File: src/ivp_regs.svh
// register offsets, field positions, reset values and cycle counts of the vector placement block
// assumes: included by bare name, byte-wide register port, one core clock at 50 MHz
// Overview of operation
// - with vector_base_select low the vector table sits at the start of program flash.
// - with vector_base_select high the vector table moves to the first word of the boot loader section.
// - the boot section start, and so the relocated base, follows the boot_size_fuses setting.
// - hardware clears vector_change_unlock four cycles after it was set, or at once on the select write.
// - interrupt service is blocked from the cycle unlock is set until the instruction after the select write ends.
// - if no select write follows the unlock, interrupts stay blocked for exactly four cycles.
// - the automatic blocking never touches the global interrupt enable bit of status_register.
// - vectors in boot section plus app_section_irq_lock programmed suppress interrupts while running application code.
// - vectors in application section plus boot_section_irq_lock programmed suppress interrupts in boot code.
// - an 8 Kbyte boot section starts at word 0x1F000 and its relocated vectors begin at 0x1F002.
// - a programmed boot_reset_fuse starts execution after reset at the boot section start instead of zero.
// - a fuse or lock bit reading one is unprogrammed, zero is programmed.
`ifndef IVP_REGS_SVH
`define IVP_REGS_SVH

// ************************************************************
// register map
// ************************************************************
`define IVP_CTRL_OFS 8'h00
`define IVP_STAT_OFS 8'h01
`define IVP_CTRL_RST 8'h00
`define IVP_UNLOCK_BIT 0
`define IVP_SEL_BIT 1
`define IVP_STAT_UNLOCK_BIT 0
`define IVP_STAT_HOLD_BIT 1
`define IVP_STAT_LOCK_BIT 2
`define IVP_STAT_BLOCK_BIT 3
`define IVP_STAT_INBOOT_BIT 4

// ************************************************************
// timing and addresses
// ************************************************************
`define IVP_UNLOCK_CYCLES 3'd4
`define IVP_BOOT8K_START 17'h1F000
`define IVP_BOOT8K_FIRST_IRQ 17'h1F002
`define IVP_APP_START 17'h00000
`define IVP_FUSE_PROGRAMMED 1'b0

`endif

File: src/ivp_pkg.sv
// types shared by the vector placement block
// assumes: compiled before every module of the block
package ivp_pkg;
  typedef logic [16:0] ivp_addr_t;
  typedef logic [7:0] ivp_byte_t;
  typedef enum logic [1:0] {IVP_IDLE, IVP_UNLOCKED, IVP_HOLD} ivp_state_t;
endpackage

File: src/ivp_ctrl.sv
// vector table placement control with timed unlock and interrupt blocking
// assumes: core drives the register port, instr_done pulses at each instruction end,
// fuses and lock bits are static while out of reset
`timescale 1ns/1ps
`include "ivp_regs.svh"
module ivp_ctrl #(
  parameter int VEC_W = 5
) (
  input wire logic clk,
  input wire logic rst_n,
  input wire ivp_pkg::ivp_byte_t reg_addr,
  input wire ivp_pkg::ivp_byte_t reg_wdata,
  input wire logic reg_wr,
  input wire logic reg_rd,
  output ivp_pkg::ivp_byte_t reg_rdata,
  input wire logic [1:0] boot_size_fuses,
  input wire logic boot_reset_fuse,
  input wire logic app_section_irq_lock,
  input wire logic boot_section_irq_lock,
  input wire ivp_pkg::ivp_addr_t pc,
  input wire logic instr_done,
  input wire logic global_irq_enable,
  input wire logic irq_request,
  input wire logic [VEC_W-1:0] vector_num,
  output logic irq_service,
  output logic irq_block,
  output logic lock_block,
  output logic vector_base_select,
  output ivp_pkg::ivp_addr_t vector_base,
  output ivp_pkg::ivp_addr_t vector_addr,
  output ivp_pkg::ivp_addr_t reset_addr
);
  import ivp_pkg::*;

  // reset value of the control byte, sliced per field
  localparam ivp_byte_t CTRL_RST = `IVP_CTRL_RST;
  ivp_state_t state_reg;
  ivp_state_t state_next;
  logic [2:0] cnt_reg;
  logic [2:0] cnt_next;
  logic sel_reg;
  logic sel_next;
  ivp_byte_t rdata_reg;
  ivp_addr_t base_reg;
  ivp_addr_t vaddr_reg;
  ivp_addr_t raddr_reg;
  ivp_addr_t boot_start;
  logic in_boot;
  logic ctrl_wr;
  logic arm_wr;
  logic commit_wr;
  logic unlocked;

  function automatic logic is_programmed(input logic bit_val);
    is_programmed = (bit_val == `IVP_FUSE_PROGRAMMED);
  endfunction

  function automatic ivp_addr_t slot_offset(input logic [VEC_W-1:0] n);
    slot_offset = ivp_addr_t'({n, 1'b0});
  endfunction

  // ************************************************************
  // boot section map
  // ************************************************************
  ivp_boot_map u_map (
    .boot_size_fuses(boot_size_fuses),
    .pc(pc),
    .boot_start(boot_start),
    .in_boot_section(in_boot)
  );

  // ************************************************************
  // register write decode
  // ************************************************************
  assign ctrl_wr = reg_wr && (reg_addr == `IVP_CTRL_OFS);
  assign unlocked = (state_reg == IVP_UNLOCKED);
  // a control write with unlock high arms or re-arms the window; in hold it counts only together with instr_done
  assign arm_wr = ctrl_wr && reg_wdata[`IVP_UNLOCK_BIT];
  // select value lands only inside the window and with unlock low
  assign commit_wr = ctrl_wr && unlocked && !reg_wdata[`IVP_UNLOCK_BIT];

  // ************************************************************
  // unlock window state machine
  // ************************************************************
  always_comb begin
    state_next = state_reg;
    cnt_next = cnt_reg;
    case (state_reg)
      IVP_IDLE: begin
        if (arm_wr) begin
          state_next = IVP_UNLOCKED;
          cnt_next = `IVP_UNLOCK_CYCLES - 3'd1;
        end
      end
      IVP_UNLOCKED: begin
        if (commit_wr) begin
          state_next = IVP_HOLD;
          cnt_next = 3'd0;
        end else if (arm_wr) begin
          cnt_next = `IVP_UNLOCK_CYCLES - 3'd1;
        end else if (cnt_reg == 3'd0) begin
          state_next = IVP_IDLE;
        end else begin
          cnt_next = cnt_reg - 3'd1;
        end
      end
      IVP_HOLD: begin
        // write instruction ends in the commit cycle; wait for the next one
        if (instr_done) begin
          state_next = arm_wr ? IVP_UNLOCKED : IVP_IDLE;
          cnt_next = arm_wr ? (`IVP_UNLOCK_CYCLES - 3'd1) : 3'd0;
        end
      end
      default: begin
        state_next = IVP_IDLE;
        cnt_next = 3'd0;
      end
    endcase
  end

  always_ff @(posedge clk or negedge rst_n) begin
    if (!rst_n) begin
      state_reg <= IVP_IDLE;
      cnt_reg <= 3'd0;
    end else begin
      state_reg <= state_next;
      cnt_reg <= cnt_next;
    end
  end

  // ************************************************************
  // vector base select
  // ************************************************************
  always_comb begin
    sel_next = sel_reg;
    if (commit_wr) begin
      sel_next = reg_wdata[`IVP_SEL_BIT];
    end
  end

  always_ff @(posedge clk or negedge rst_n) begin
    if (!rst_n) begin
      sel_reg <= CTRL_RST[`IVP_SEL_BIT];
    end else begin
      sel_reg <= sel_next;
    end
  end

  assign vector_base_select = sel_reg;

  // ************************************************************
  // vector and reset addresses
  // ************************************************************
  always_ff @(posedge clk or negedge rst_n) begin
    if (!rst_n) begin
      base_reg <= `IVP_APP_START;
      vaddr_reg <= `IVP_APP_START;
      raddr_reg <= `IVP_APP_START;
    end else begin
      base_reg <= sel_reg ? boot_start : `IVP_APP_START;
      vaddr_reg <= (sel_reg ? boot_start : `IVP_APP_START) + slot_offset(vector_num);
      raddr_reg <= is_programmed(boot_reset_fuse) ? boot_start : `IVP_APP_START;
    end
  end

  assign vector_base = base_reg;
  assign vector_addr = vaddr_reg;
  assign reset_addr = raddr_reg;

  // ************************************************************
  // interrupt gating
  // ************************************************************
  // registered state only, so blocking starts the cycle after the arming write
  assign irq_block = (state_reg != IVP_IDLE);
  assign lock_block = (sel_reg && is_programmed(app_section_irq_lock) && !in_boot)
    || (!sel_reg && is_programmed(boot_section_irq_lock) && in_boot);
  // global enable is only read here, never written back
  assign irq_service = irq_request && global_irq_enable && !irq_block && !lock_block;

  // ************************************************************
  // register read port
  // ************************************************************
  always_ff @(posedge clk or negedge rst_n) begin
    if (!rst_n) begin
      rdata_reg <= 8'h00;
    end else if (reg_rd) begin
      case (reg_addr)
        `IVP_CTRL_OFS: begin
          rdata_reg <= 8'h00;
          rdata_reg[`IVP_SEL_BIT] <= sel_reg;
          rdata_reg[`IVP_UNLOCK_BIT] <= unlocked;
        end
        `IVP_STAT_OFS: begin
          rdata_reg <= 8'h00;
          rdata_reg[`IVP_STAT_UNLOCK_BIT] <= unlocked;
          rdata_reg[`IVP_STAT_HOLD_BIT] <= (state_reg == IVP_HOLD);
          rdata_reg[`IVP_STAT_LOCK_BIT] <= lock_block;
          rdata_reg[`IVP_STAT_BLOCK_BIT] <= irq_block;
          rdata_reg[`IVP_STAT_INBOOT_BIT] <= in_boot;
        end
        default: begin
          rdata_reg <= 8'h00;
        end
      endcase
    end else begin
      // data stand only in the cycle after the read
      rdata_reg <= 8'h00;
    end
  end

  assign reg_rdata = rdata_reg;
endmodule

File: src/ivp_boot_map.sv
// boot section start decode and section membership of the program counter
// assumes: fuses are static configuration, pc is the word address of the running instruction
`timescale 1ns/1ps
`include "ivp_regs.svh"
module ivp_boot_map #(
  parameter ivp_pkg::ivp_addr_t BOOT_START_SZ0 = `IVP_BOOT8K_START,
  parameter ivp_pkg::ivp_addr_t BOOT_START_SZ1 = 17'h1F800,
  parameter ivp_pkg::ivp_addr_t BOOT_START_SZ2 = 17'h1FC00,
  parameter ivp_pkg::ivp_addr_t BOOT_START_SZ3 = 17'h1FE00
) (
  input wire logic [1:0] boot_size_fuses,
  input wire ivp_pkg::ivp_addr_t pc,
  output ivp_pkg::ivp_addr_t boot_start,
  output logic in_boot_section
);
  import ivp_pkg::*;

  // ************************************************************
  // size decode
  // ************************************************************
  always_comb begin
    case (boot_size_fuses)
      2'b00: boot_start = BOOT_START_SZ0;
      2'b01: boot_start = BOOT_START_SZ1;
      2'b10: boot_start = BOOT_START_SZ2;
      default: boot_start = BOOT_START_SZ3;
    endcase
  end

  // boot section runs to the top of flash
  assign in_boot_section = (pc >= boot_start);
endmodule

File: config.mk
export PLATFORM = sky130hd
export DESIGN_NAME = ivp_ctrl
export DESIGN_NICKNAME = d
export VERILOG_FILES = /design/src/ivp_pkg.sv /design/src/ivp_ctrl.sv /design/src/ivp_boot_map.sv
export VERILOG_INCLUDE_DIRS = /design/src
export SDC_FILE = /design/constraint.sdc
export NUM_CORES = 1
export LEC_CHECK = 0
export ABC_AREA = 1
export BUFFER_PORTS_ARGS = -buffer_cell sky130_fd_sc_hd__buf_2
export CAP_MARGIN = 10
export CORE_AREA = 2 2 65 67
export DETAILED_ROUTE_END_ITERATION = 16
export DIE_AREA = 0 0 67 69
export PLACE_DENSITY = 0.78
export SYNTH_ARGS = -nofsm -noshare
export SYNTH_HDL_FRONTEND = slang
export SYNTH_SLANG_ARGS = --single-unit
export TNS_END_PERCENT = 10
File: constraint.sdc
create_clock -name clk -period 2 [get_ports clk]
set_input_delay 0.3 -clock clk [delete_from_list [all_inputs] [get_ports clk]]
set_output_delay 0.3 -clock clk [all_outputs]
set_load 0.02 [all_outputs]
# ---- After elaboration in Yosys (flattened, before gate mapping)
# Cells that the tools add are included.
dict set report totals {
  register_bits 65
  wordCells 65
  out_inout_bits 63
  input_bits 50
}
dict set report op_classes {
  addsub 2
  n_mux 19
  n_reduce_logical 24
  n_eq_ne 10
  bitwise_logic 2
  n_lt_le_gt_ge 1
}
# operator n
set op_table {}
lappend op_table {{one-hot mux 12 bit (3 select lines)} 1}
lappend op_table {{two-way mux 17 bit} 2}
lappend op_table {{adder 17 x 6 -> 17 bit} 1}
lappend op_table {{>= comparator 17 bit} 1}
lappend op_table {{two-way mux 3 bit} 5}
lappend op_table {{two-way mux 2 bit} 6}
lappend op_table {{logical AND 1 bit} 11}
lappend op_table {{one-hot mux 5 bit (2 select lines)} 1}
lappend op_table {{one-hot mux 3 bit (3 select lines)} 1}
lappend op_table {{== test 8 x 1 -> 1 bit, second input constant} 1}
lappend op_table {{logical NOT 8 bit} 1}
lappend op_table {{two-way mux 8 bit} 1}
lappend op_table {{one-hot mux 2 bit (3 select lines)} 1}
lappend op_table {{logical NOT 1 bit} 5}
lappend op_table {{== test 2 x 1 -> 1 bit, second input constant} 2}
lappend op_table {{== test 2 bit, second input constant} 2}
lappend op_table {{logical NOT 2 bit} 2}
lappend op_table {{inequality test 2 bit, second input constant} 2}
lappend op_table {{inequality test 4 bit, second input constant} 1}
lappend op_table {{AND reduction 4 bit} 1}
lappend op_table {{logical NOT 3 bit} 1}
lappend op_table {{inequality test 3 x 2 -> 1 bit, second input constant} 1}
lappend op_table {{inequality test 3 bit, second input constant} 1}
lappend op_table {{AND reduction 3 bit} 1}
lappend op_table {{5 further kinds} 6}

# ---- Depth between registers and ports, before layout
# Gate-level depths: netlist of run 1.
dict set report depth {
  depth_word 8
  depth_mapped 11
  ltp_nobuf 11
}

# ---- By module
# Synthesis of run 1 repeated with hierarchy kept, for this count alone.
dict set report hier_totals {
  cells_unflattened 338
  area_unflattened_um2 2957.8
}
# mod area_each_um2 n_inst cells_each
set by_module_without_submodules {}
lappend by_module_without_submodules {ivp_ctrl 2658.8 1 285}
lappend by_module_without_submodules {ivp_boot_map 299.0 1 53}

# ---- Worst setup path after synthesis of run 1
# OpenSTA, ideal clock, no wires.
dict set report synth_timing {
  path_type {input to output}
  from {input port boot_size_fuses[1]}
  to {output port irq_service}
  slack_ns 0.122
  cell_stages 9
  t_required_ns 1.700
  arrival_ns 1.578
  path_cell_list {nor2_1 ha_1 inv_1 nor2_1 o21ai_1 nand2_1 nand2_1 nand2_1 nor2_1}
}
dict set report synth_via {
  elab_chain_len 8
  elab_cells_between_ends 11
  cone_classes {1 x order compare; 2 x eq/ne; 1 x mux; 7 x reduce/logical}
}
# element line_no
set synth_lines {}
lappend synth_lines {{start: declaration} ivp_ctrl.sv:16} ;# input wire logic [1:0] boot_size_fuses,
lappend synth_lines {{== test 2 bit (tied with other cells)} ivp_boot_map.sv:22} ;# case (boot_size_fuses)
lappend synth_lines {{one-hot mux 12 bit (3 select lines) (*)} ivp_boot_map.sv:22}
lappend synth_lines {{>= comparator 17 bit (*)} ivp_boot_map.sv:31} ;# assign in_boot_section = (pc >= boot_start);
lappend synth_lines {{logical NOT 1 bit} ivp_ctrl.sv:175} ;# assign lock_block = (sel_reg && is_programmed(app_section_irq_lock) && !in_boot)
lappend synth_lines {{logical AND 1 bit} ivp_ctrl.sv:175}
lappend synth_lines {{logical OR 1 bit (*)} ivp_ctrl.sv:176} ;# || (!sel_reg && is_programmed(boot_section_irq_lock) && in_boot);
lappend synth_lines {{via lock_block} ivp_ctrl.sv:27} ;# output logic lock_block,
lappend synth_lines {{logical NOT 1 bit (*)} ivp_ctrl.sv:178} ;# assign irq_service = irq_request && global_irq_enable && !irq_block && !lock_block;
lappend synth_lines {{logical AND 1 bit (*)} ivp_ctrl.sv:178}
lappend synth_lines {{end: declaration} ivp_ctrl.sv:25} ;# output logic irq_service,
# The timed path passes the listed nets; every way through them passes the cells marked *.

# ---- Worst setup path after layout of run 1
dict set report layout_timing {
  from {input port boot_size_fuses[1]}
  to {output port irq_service}
}
dict set report layout_via {
  elab_chain_len 8
  elab_cells_between_ends 11
  cone_classes {1 x order compare; 2 x eq/ne; 1 x mux; 7 x reduce/logical}
}
# element line_no
set layout_lines {}
lappend layout_lines {{== test 2 bit (tied with other cells)} ivp_boot_map.sv:22}
lappend layout_lines {{one-hot mux 12 bit (3 select lines) (*)} ivp_boot_map.sv:22}
lappend layout_lines {{>= comparator 17 bit (*)} ivp_boot_map.sv:31}
lappend layout_lines {{logical NOT 1 bit} ivp_ctrl.sv:175}
lappend layout_lines {{logical AND 1 bit} ivp_ctrl.sv:175}
lappend layout_lines {{logical OR 1 bit (*)} ivp_ctrl.sv:176}
lappend layout_lines {{logical NOT 1 bit (*)} ivp_ctrl.sv:178}
lappend layout_lines {{logical AND 1 bit (*)} ivp_ctrl.sv:178}
# Mark *: on every way between the ends. The rest lies on a longest branch, timed or not.

==> results of run 1 <==
[per-layer routing]
layer / part of all wire [%] / global-route usage, % / up-vias
met5: 0 / 0 / -
met4: 1.4 / 5.67 / 0
met3: 8.7 / 1.47 / 4
met2: 52 / 22.8 / 66
met1: 37 / 14.1 / 553
li1: - / - / 629
[cells in the final DEF, fill, tap and decap left out, types with 2 or more instances in the layout]
cell type                  netlist  layout
sky130_fd_sc_hd__nor2_2          3       4
sky130_fd_sc_hd__buf_2           0      80
sky130_fd_sc_hd__clkbuf_8        0       3
sky130_fd_sc_hd__conb_1          1      25
sky130_fd_sc_hd__ha_1            5       4
sky130_fd_sc_hd__nand3_4         2       2
sky130_fd_sc_hd__nand2_1        29      27
sky130_fd_sc_hd__a21oi_1         5       4
sky130_fd_sc_hd__buf_4          41       3
sky130_fd_sc_hd__nand2_2         2       4
sky130_fd_sc_hd__inv_1          21      21
sky130_fd_sc_hd__nor2_1         23      22
sky130_fd_sc_hd__nand4_1         4       4
sky130_fd_sc_hd__nand3_2         0       2
sky130_fd_sc_hd__dfrtp_1        24      24
sky130_fd_sc_hd__nand2_4         2       2
sky130_fd_sc_hd__nand3_1         7       5
sky130_fd_sc_hd__o21ai_1         3       2
[report_power, final]
part	switching [uW]	leakage (uW)	internal, uW	total (uW)
sequential	34.8	0.000293	539	574
clock	134	0.0000216	134	268
combinational	375	0.000771	210	585
total	543	0.00109	884	1430
[cell families (layout without fill, tap and decap cells)]
logic type	after synthesis	after routing	share of synthesized area [%]
AND/OR/NAND/NOR	77	77	26.1
buffers and inverters	63	108	25.9
flip-flops	24	24	39.7
AO/OA/AOI/OAI	10	10	3.39
adder cells (fa/ha/maj)	5	5	4.14
other	1	25	0.248
XOR/XNOR	1	1	0.579
[cell type report]
class	instances	share of cell area, %
clock buffers	3	2.22
multi-input cells	118	34.9
flip-flops and latches	24	32.3
repair buffers	83	22.7
inverters	22	4.51
well taps	50	3.36
[what timing repair did]
item                       in CTS  in global routing
setup endpoints to repair       0                  2
resized for setup               0                  9
hold buffers                    0                  0
setup buffers                   0                  1
[cells in the mapped netlist, drive strengths merged]
cell    instances
o22ai           1
inv            21
nand2          33
nand3b          1
buf            41
nand4           4
conb            1
or2             2
nand3           9
a21oi           5
xor2            1
ha              5
dfrtp          24
nor3b           1
clkinv          1
nor2           27
o21ai           4
[per-stage QoR]
stage	hold slack, ns	utilization, %	setup TNS [ns]	cell area, um^2
5_1_grt	0.0607	47.5	-0.0376	1860
2_1_floorplan	0.00441	-	0	1600
3_3_place_gp	0.302	45.2	0	1770
6_report	0.0163	47.5	0	1860
3_5_place_dp	0.311	45.2	0	1770
4_1_cts	0.0247	46.3	0	1810
[worst max path at each step]
stage / from / to / slack (ns) / cells after the start
3_3_place_gp: boot_size_fuses[1] / irq_service / 0.07 / 11
2_1_floorplan: boot_size_fuses[1] / irq_service / 0.12 / 9
5_1_grt: boot_size_fuses[1] / irq_service / -0.03 / 12
3_5_place_dp: boot_size_fuses[1] / irq_service / 0.03 / 11
6_report: boot_size_fuses[1] / irq_service / 0.09 / 12
4_1_cts: boot_size_fuses[1] / irq_service / 0.02 / 11
==> summary.txt, run 1 <==
startpoint-to-endpoint class of the critical path: input port to output port
Reg2Reg Setup Slack: 0.61 ns
clk root buf: sky130_fd_sc_hd__clkbuf_8
TritonCTS Buffers: 3
clock network latency to the later pin of the worst-skew pair: 0.25 ns
library cell with the largest summed area after synthesis: sky130_fd_sc_hd__dfrtp_1
IO Pins: 113
DR vias/cell: 4.17
status: finished, final reports clean
slowest stage cell on the critical path: sky130_fd_sc_hd__ha_1
via count of the first global-routing pass: 1127
Multi-input gate area: 648 um^2
setup skew after layout: 0.00257 ns
distinct cell type count after synthesis: 24
number of iterations in the first detailed-routing pass: 4
total congestion overflow after global routing: 0
post-synthesis average cell area: 8.36 um^2
DP HPWL: 2470 um
first-pass GRT wire length: 4620 um
maximum number of pins on one net before global-route repair: 25
worst slew margin relative to its limit: 64.7%
post-synthesis sequential element count: 24
Worst Max-Slew Pin Slew: 0.529 ns
pwr dens: 768 nW/um^2
maximum single-stage delay on the critical path: 0.26 ns
final cycle utilization of the critical path: 95.7%
All-Layer GR Usage: 12.5%
number of buffer and inverter instances along the worst setup path: 3
setup slack after placement: 0.0252 ns
setup slack after layout: 0.0864 ns
Startpoint Class: input port
hold crit path type: input port to asynchronous set/reset pin
Seq/Total Area, Yosys: 39.7%
Setup violations, final: 0
capture point of the worst reg-to-reg path: cnt_reg[1]$_DFFE_PN0P_
IR drop worst, VDD: 0.361 mV
clock buffer depth: 2
number of clock sinks: 24
total power: 1430 uW
final count of hold timing violations: 0
filler-free cell count of the finished design: 300
Die Outline Area: 4620 um^2
final net count: 307
Ys Warns: 0
number of fillers in the final layout: 385
Crit path required time: 1.70 ns
max-cap violations: 0
routability congestion estimate: 0.773
Port Buf Inserts: 81
biggest area contributors in the synthesized netlist: sky130_fd_sc_hd__dfrtp_1 (40%), sky130_fd_sc_hd__buf_4 (20%), sky130_fd_sc_hd__nand2_1 (7.2%)
floorplan die height: 69 um
Max Transition Viols Final: 0
post-synthesis instance total: 181
share of Yosys cell area claimed by the top area cell type: 39.7%
initial antenna violation count: 0
detailed router's first-iteration violation count: 32
layout overhead on the synthesized area: 22.9%
Worst EP arrival: 1.61 ns
horizontal die dimension: 67 um
DRC viols: 0
Via Count: 1252
maximum frequency from static timing analysis: 523 MHz
Pleak: 0.00109 uW
clock tree from TritonCTS: done
Critical Path Sink Type: output port
number of cells on the worst reg-to-reg path: 11
crit-path cells: buf_2 -> nand2_1 -> inv_1 -> ha_1 -> nand3_1 -> nor2_2 -> nand3_2 -> nand2_1 -> nand2_2 -> nand2_2 -> nor2_1 -> buf_4
routed length per instance: 9.82 um
storage element area: 601 um^2
min cycle time layout: 1.91 ns
final wirelength: 2950 um
count of antenna-violating nets left after detailed routing: 0
cell family contributing the most delay on the critical path: simple AND/OR/NAND/NOR gates
number of cells in the design after placement: 296
standard-cell row count: 23
Floorplan Core Area: 3910 um^2
CTS H-tree depth: 1
reg2reg start: cnt_reg[0]$_DFFE_PN0P_
fraction of final layout cells sized beyond drive strength 1: 42.4%
post-synthesis instance area: 1510 um^2
clock slew seen by the registers of the worst setup and hold paths: 0.08 ns
maximum net fanout on the critical path: 4
Diodes inserted: 0
Initial Util: 38.7%
Note: power is estimated with default switching activity, not from simulation.
==> run 2, diff against run 1 <==
CORE_AREA = 2 2 60 73   (was 2 2 65 67)
DIE_AREA = 0 0 62 75   (was 0 0 67 69)
PLACE_DENSITY = 0.77   (was 0.78)
==> summary.txt, run 2 (synthesis gave the netlist of run 1 again) <==
status: finished, final reports clean (unchanged)
DRC viols: 0 (unchanged)
All-Layer GR Usage: 12.7% (was 12.5%)
most frequent cells in the layout: sky130_fd_sc_hd__buf_2 (80), sky130_fd_sc_hd__nand2_1 (27), sky130_fd_sc_hd__conb_1 (25), sky130_fd_sc_hd__dfrtp_1 (24), sky130_fd_sc_hd__nor2_1 (22) (unchanged)
routed length per instance: 9.39 um (was 9.82 um)
setup slack after placement: 0.0471 ns (was 0.0252 ns)
horizontal die dimension: 62 um (was 67 um)
Critical Path Sink Type: output port (unchanged)
maximum single-stage delay on the critical path: 0.28 ns (was 0.26 ns)
final net count: 307 (unchanged)
Worst EP arrival: 1.60 ns (was 1.61 ns)
number of buffer and inverter instances along the worst setup path: 3 (unchanged)
clock network latency to the later pin of the worst-skew pair: 0.26 ns (was 0.25 ns)
CTS H-tree depth: 1 (unchanged)
crit-path cells: buf_2 -> nand2_1 -> inv_1 -> ha_1 -> nand3_1 -> nor2_2 -> nand3_2 -> nand2_1 -> nand2_2 -> nand2_2 -> nor2_1 -> buf_4 (unchanged)
DR vias/cell: 4.23 (was 4.17)
Initial Util: 38.7% (about the same)
hold crit path type: input port to asynchronous set/reset pin (unchanged)
Floorplan Core Area: 3910 um^2 (about the same)
maximum frequency from static timing analysis: 528 MHz (was 523 MHz)
total power: 1490 uW (was 1430 uW)
storage element area: 601 um^2 (unchanged)
final count of hold timing violations: 0 (unchanged)
Port Buf Inserts: 81 (unchanged)
Crit path required time: 1.70 ns (about the same)
layout overhead on the synthesized area: 23.1% (was 22.9%)
maximum net fanout on the critical path: 4 (unchanged)
fraction of final layout cells sized beyond drive strength 1: 41.8% (was 42.4%)
Via Count: 1290 (was 1252)
total congestion overflow after global routing: 0 (unchanged)
final wirelength: 2860 um (was 2950 um)
slowest stage cell on the critical path: sky130_fd_sc_hd__ha_1 (unchanged)
count of antenna-violating nets left after detailed routing: 0 (unchanged)
most frequent standard cell in the layout excluding fill and tap cells: sky130_fd_sc_hd__buf_2 (unchanged)
number of clock sinks: 24 (unchanged)
detailed router's first-iteration violation count: 26 (was 32)
Multi-input gate area: 632 um^2 (was 648 um^2)
Setup violations, final: 0 (unchanged)
max-cap violations: 0 (unchanged)
global-route track usage on met2: 23.0% (was 22.8%)
via count of the first global-routing pass: 1134 (was 1127)
gr busiest metal: met2 (unchanged)
number of cells on the worst reg-to-reg path: 11 (unchanged)
worst slew margin relative to its limit: 65.1% (was 64.7%)
met1 demand-to-capacity share in global routing: 14.2% (was 14.1%)
final cycle utilization of the critical path: 94.8% (was 95.7%)
clock slew seen by the registers of the worst setup and hold paths: 0.08 ns (about the same)
Post-CTS Repair Setup Buffers: 0 (unchanged)
DP HPWL: 2400 um (was 2470 um)
IO Pins: 113 (unchanged)
setup tns final: 0 ns (unchanged)
clock tree from TritonCTS: done (unchanged)
first-pass GRT wire length: 4460 um (was 4620 um)
maximum number of pins on one net before global-route repair: 25 (unchanged)
initial antenna violation count: 0 (unchanged)
Startpoint Class: input port (unchanged)
cell family contributing the most delay on the critical path: simple AND/OR/NAND/NOR gates (unchanged)
setup skew after layout: 0.00324 ns (was 0.00257 ns)
Diodes inserted: 0 (unchanged)
Max Transition Viols Final: 0 (unchanged)
standard-cell row count: 25 (was 23)
floorplan die height: 75 um (was 69 um)
number of fillers in the final layout: 380 (was 385)
setup slack after layout: 0.105 ns (was 0.0864 ns)
met3 Resource Use GR: 1.37% (was 1.47%)
startpoint-to-endpoint class of the critical path: input port to output port (unchanged)
IR drop worst, VDD: 0.323 mV (was 0.361 mV)
clk root buf: sky130_fd_sc_hd__clkbuf_8 (unchanged)
number of iterations in the first detailed-routing pass: 4 (unchanged)
logic depth of the worst setup path including buffers: 12 (unchanged)
routability congestion estimate: 0.874 (was 0.773)
post-route worst hold slack: 0.00924 ns (was 0.0163 ns)
Reg2Reg Setup Slack: 0.61 ns (about the same)
Worst Max-Slew Pin Slew: 0.524 ns (was 0.529 ns)
min cycle time layout: 1.90 ns (was 1.91 ns)
clock buffer depth: 2 (unchanged)
Pleak: 0.00109 uW (about the same)
TritonCTS Buffers: 3 (unchanged)
pwr dens: 802 nW/um^2 (was 768 nW/um^2)
Die Outline Area: 4650 um^2 (was 4620 um^2)
[run 2: metal layers]
layer,share of wire [%],wire [um],vias to the layer above
met5,0,0,-
met1,36,1030,567
met4,1.4,41,0
met3,10,294,4
li1,-,-,635
met2,52,1500,84
[run 2: final cells by class]
class                      count  area share (%)
multi-input combinational    118            33.9
timing repair buffer          83            22.7
inverter                      22            4.50
sequential                    24            32.3
clock buffer                   4            2.96
tap                           54            3.63
[run 2: final timing paths]
check / from / end
worst max-delay path: boot_size_fuses[1] / irq_service
worst min-delay path: rst_n / vector_addr[2]$_DFF_PN0_
worst max register to register: cnt_reg[0]$_DFFE_PN0P_ / cnt_reg[0]$_DFFE_PN0P_
worst min register to register: vector_base_select$_DFFE_PN0P_ / vector_base[15]$_DFF_PN0_
max in group asynchronous: rst_n / vector_base[10]$_DFF_PN0_
min in group clk: vector_num[0] / vector_addr[1]$_DFF_PN0_
[run 2: repair_timing]
action,4_1_cts,5_1_grt
endpoints found under the setup margin,0,2
hold buffers,0,0
resized for setup,0,7
[run 2: metrics by stage]
| step | cell area [um^2] | instances | utilization, % |
|---|---|---|---|
| after CTS | 1840 | 305 | 47.0 |
| final | 1860 | 305 | 47.6 |
| after global placement | 1780 | 301 | 45.6 |
| after floorplan | 1600 | 205 | - |
| after global routing | 1860 | 305 | 47.6 |
| after detailed placement | 1780 | 301 | 45.6 |
[run 2: where the power goes]
group          internal, uW  total (uW)  switching (uW)
clock network           175         320             145
registers               539         573            34.2
logic                   220         600             380
total                   935        1490             559
==> run 3, diff against run 2 <==
RECOVER_POWER = 50   (was not set)
==> summary.txt, run 3 (synthesis gave the netlist of run 1 again) <==
min cycle time layout: 1.90 ns (about the same)
most frequent standard cell in the layout excluding fill and tap cells: sky130_fd_sc_hd__buf_2 (unchanged)
capture point of the worst reg-to-reg path: cnt_reg[0]$_DFFE_PN0P_ (unchanged)
All-Layer GR Usage: 12.7% (unchanged)
clk root buf: sky130_fd_sc_hd__clkbuf_8 (unchanged)
detailed router's first-iteration violation count: 27 (was 26)
standard-cell row count: 25 (unchanged)
number of fillers in the final layout: 384 (was 380)
Via Count: 1271 (was 1290)
number of cells on the worst hold path: 1
layout overhead on the synthesized area: 22.3% (was 23.1%)
number of cells on the worst reg-to-reg path: 11 (unchanged)
clock power share: 21.4% (about the same)
final count of hold timing violations: 0 (unchanged)
maximum frequency from static timing analysis: 527 MHz (was 528 MHz)
TritonCTS Buffers: 3 (unchanged)
Sw Share: 37.5% (was 37.4%)
final wirelength: 2850 um (was 2860 um)
Worst Max-Slew Pin Slew: 1.25 ns (was 0.524 ns)
number of cells in the design after placement: 301 (unchanged)
CTS H-tree depth: 1 (unchanged)
clock buffer depth: 2 (unchanged)
Crit path required time: 1.70 ns (about the same)
maximum net fanout on the critical path: 4 (unchanged)
startpoint-to-endpoint class of the critical path: input port to output port (unchanged)
routability congestion estimate: 0.874 (unchanged)
final cycle utilization of the critical path: 94.8% (about the same)
via count of the first global-routing pass: 1134 (unchanged)
IO Pins: 113 (unchanged)
Max Transition Viols Final: 0 (unchanged)
area of placed instances: 1780 um^2 (unchanged)
Pleak: 0.00108 uW (was 0.00109 uW)
sequential fraction of design power: 38.4% (about the same)
total congestion overflow after global routing: 0 (unchanged)
worst slew margin relative to its limit: 16.5% (was 65.1%)
Initial Util: 38.7% (unchanged)
DP HPWL: 2400 um (unchanged)
Port Buf Inserts: 81 (unchanged)
final net count: 307 (unchanged)
hold crit path type: input port to flip-flop (was input port to asynchronous set/reset pin)
Die Outline Area: 4650 um^2 (unchanged)
pwr dens: 806 nW/um^2 (was 802 nW/um^2)
clock network latency to the later pin of the worst-skew pair: 0.26 ns (about the same)
Diodes inserted: 0 (unchanged)
internal power contribution: 933 uW (was 935 uW)
horizontal die dimension: 62 um (unchanged)
Floorplan Core Area: 3910 um^2 (unchanged)
Hold Path End: vector_addr[1]$_DFF_PN0_
Setup violations, final: 0 (unchanged)
fraction of final layout cells sized beyond drive strength 1: 39.4% (was 41.8%)
launch point of the worst hold path: vector_num[0]
maximum number of pins on one net before global-route repair: 25 (unchanged)
DRC viols: 0 (unchanged)
portion of total power attributed to combinational logic: 40.2% (about the same)
count of antenna-violating nets left after detailed routing: 0 (unchanged)
number of clock sinks: 24 (unchanged)
Reg2Reg Setup Slack: 0.61 ns (about the same)
routed length per instance: 9.35 um (was 9.39 um)
Critical Path Sink Type: output port (unchanged)
most frequent cells in the layout: sky130_fd_sc_hd__buf_2 (77), sky130_fd_sc_hd__nand2_1 (28), sky130_fd_sc_hd__conb_1 (25), sky130_fd_sc_hd__dfrtp_1 (24), sky130_fd_sc_hd__nor2_1 (23) (was sky130_fd_sc_hd__buf_2 (80), sky130_fd_sc_hd__nand2_1 (27), sky130_fd_sc_hd__conb_1 (25), sky130_fd_sc_hd__dfrtp_1 (24), sky130_fd_sc_hd__nor2_1 (22))
initial antenna violation count: 0 (unchanged)
startpoint of the worst setup timing path: boot_size_fuses[1] (unchanged)
final instance area: 1850 um^2 (was 1860 um^2)
switching power summed over all nets: 559 uW (about the same)
Startpoint Class: input port (unchanged)
reg2reg start: cnt_reg[0]$_DFFE_PN0P_ (unchanged)
floorplan die height: 75 um (unchanged)
IR drop worst, VDD: 0.323 mV (about the same)
setup skew after layout: 0.00231 ns (was 0.00324 ns)
Hold Buf Count CTS: 0 (unchanged)
clock tree from TritonCTS: done (unchanged)
clock slew seen by the registers of the worst setup and hold paths: 0.08 ns (about the same)
status: finished, final reports clean (unchanged)
Worst EP arrival: 1.60 ns (about the same)
filler-free cell count of the finished design: 305 (unchanged)
number of iterations in the first detailed-routing pass: 4 (unchanged)
max-cap violations: 0 (unchanged)
DR vias/cell: 4.17 (was 4.23)
first-pass GRT wire length: 4460 um (unchanged)
## run 3: cell count changes in the layout (fill, tap and decap cells not counted), sizes merged
cell and change:
buf -4, clkbuf +4
## run 3: power groups by stage
stage               logic [uW]  registers [uW]  clock network, uW
floorplan                  457             595                  0
global placement           578             582                  0
detailed placement         600             584                  0
CTS                        604             574                336
global route               683             581                350
finish                     600             573                319
## run 3: layout make-up
class	instances	area (um^2)	area share [%]
inverter	22	83.8	4.53
sequential	24	601	32.5
tap	54	67.6	3.65
clock buffer	4	55.1	2.97
multi-input combinational	118	624	33.7
timing repair buffer	83	419	22.7
## run 3: worst max-delay path, cell delays in order
cell                      delay, ns
sky130_fd_sc_hd__buf_2         0.12
sky130_fd_sc_hd__nand2_1       0.10
sky130_fd_sc_hd__inv_1         0.06
sky130_fd_sc_hd__ha_1          0.28
sky130_fd_sc_hd__nand3_1       0.10
sky130_fd_sc_hd__nor2_2        0.11
sky130_fd_sc_hd__nand3_2       0.11
sky130_fd_sc_hd__nand2_1       0.10
sky130_fd_sc_hd__nand2_2       0.06
sky130_fd_sc_hd__nand2_2       0.07
sky130_fd_sc_hd__nor2_1        0.04
sky130_fd_sc_hd__buf_4         0.15
## run 3: per-layer routing
metal / wire length [um] / GRT usage (%) / up-vias
met2: 1500 / 23.0 / 75
li1: - / - / 633
met5: 0 / 0 / -
met4: 41 / 6.38 / 0
met3: 255 / 1.37 / 4
met1: 1050 / 14.2 / 559
## run 3: worst max-delay path by stage
stage	slack [ns]	endpoint
5_1_grt	-0.001	irq_service
4_1_cts	0.03	irq_service
3_3_place_gp	0.07	irq_service
6_report	0.10	irq_service
2_1_floorplan	0.12	irq_service
3_5_place_dp	0.05	irq_service
## run 3: through the flow
stage | total power (uW) | utilization (%) | hold WS [ns] | setup slack (ns) | setup TNS (ns)
after global routing | 1610 | 47.3 | 0.129 | -0.00111 | -0.00111
final | 1490 | 47.3 | 0.143 | 0.103 | 0
after floorplan | 1050 | - | 0.00441 | 0.122 | 0
after CTS | 1510 | 47.0 | 0.0219 | 0.0324 | 0
after global placement | 1160 | 45.6 | 0.309 | 0.0688 | 0
after detailed placement | 1180 | 45.6 | 0.311 | 0.0471 | 0
## run 3: repair_timing
action,in CTS,in global routing
setup endpoints to repair,0,2
gates resized for setup,0,7
setup buffers,0,0
endpoints found under the hold margin,0,0
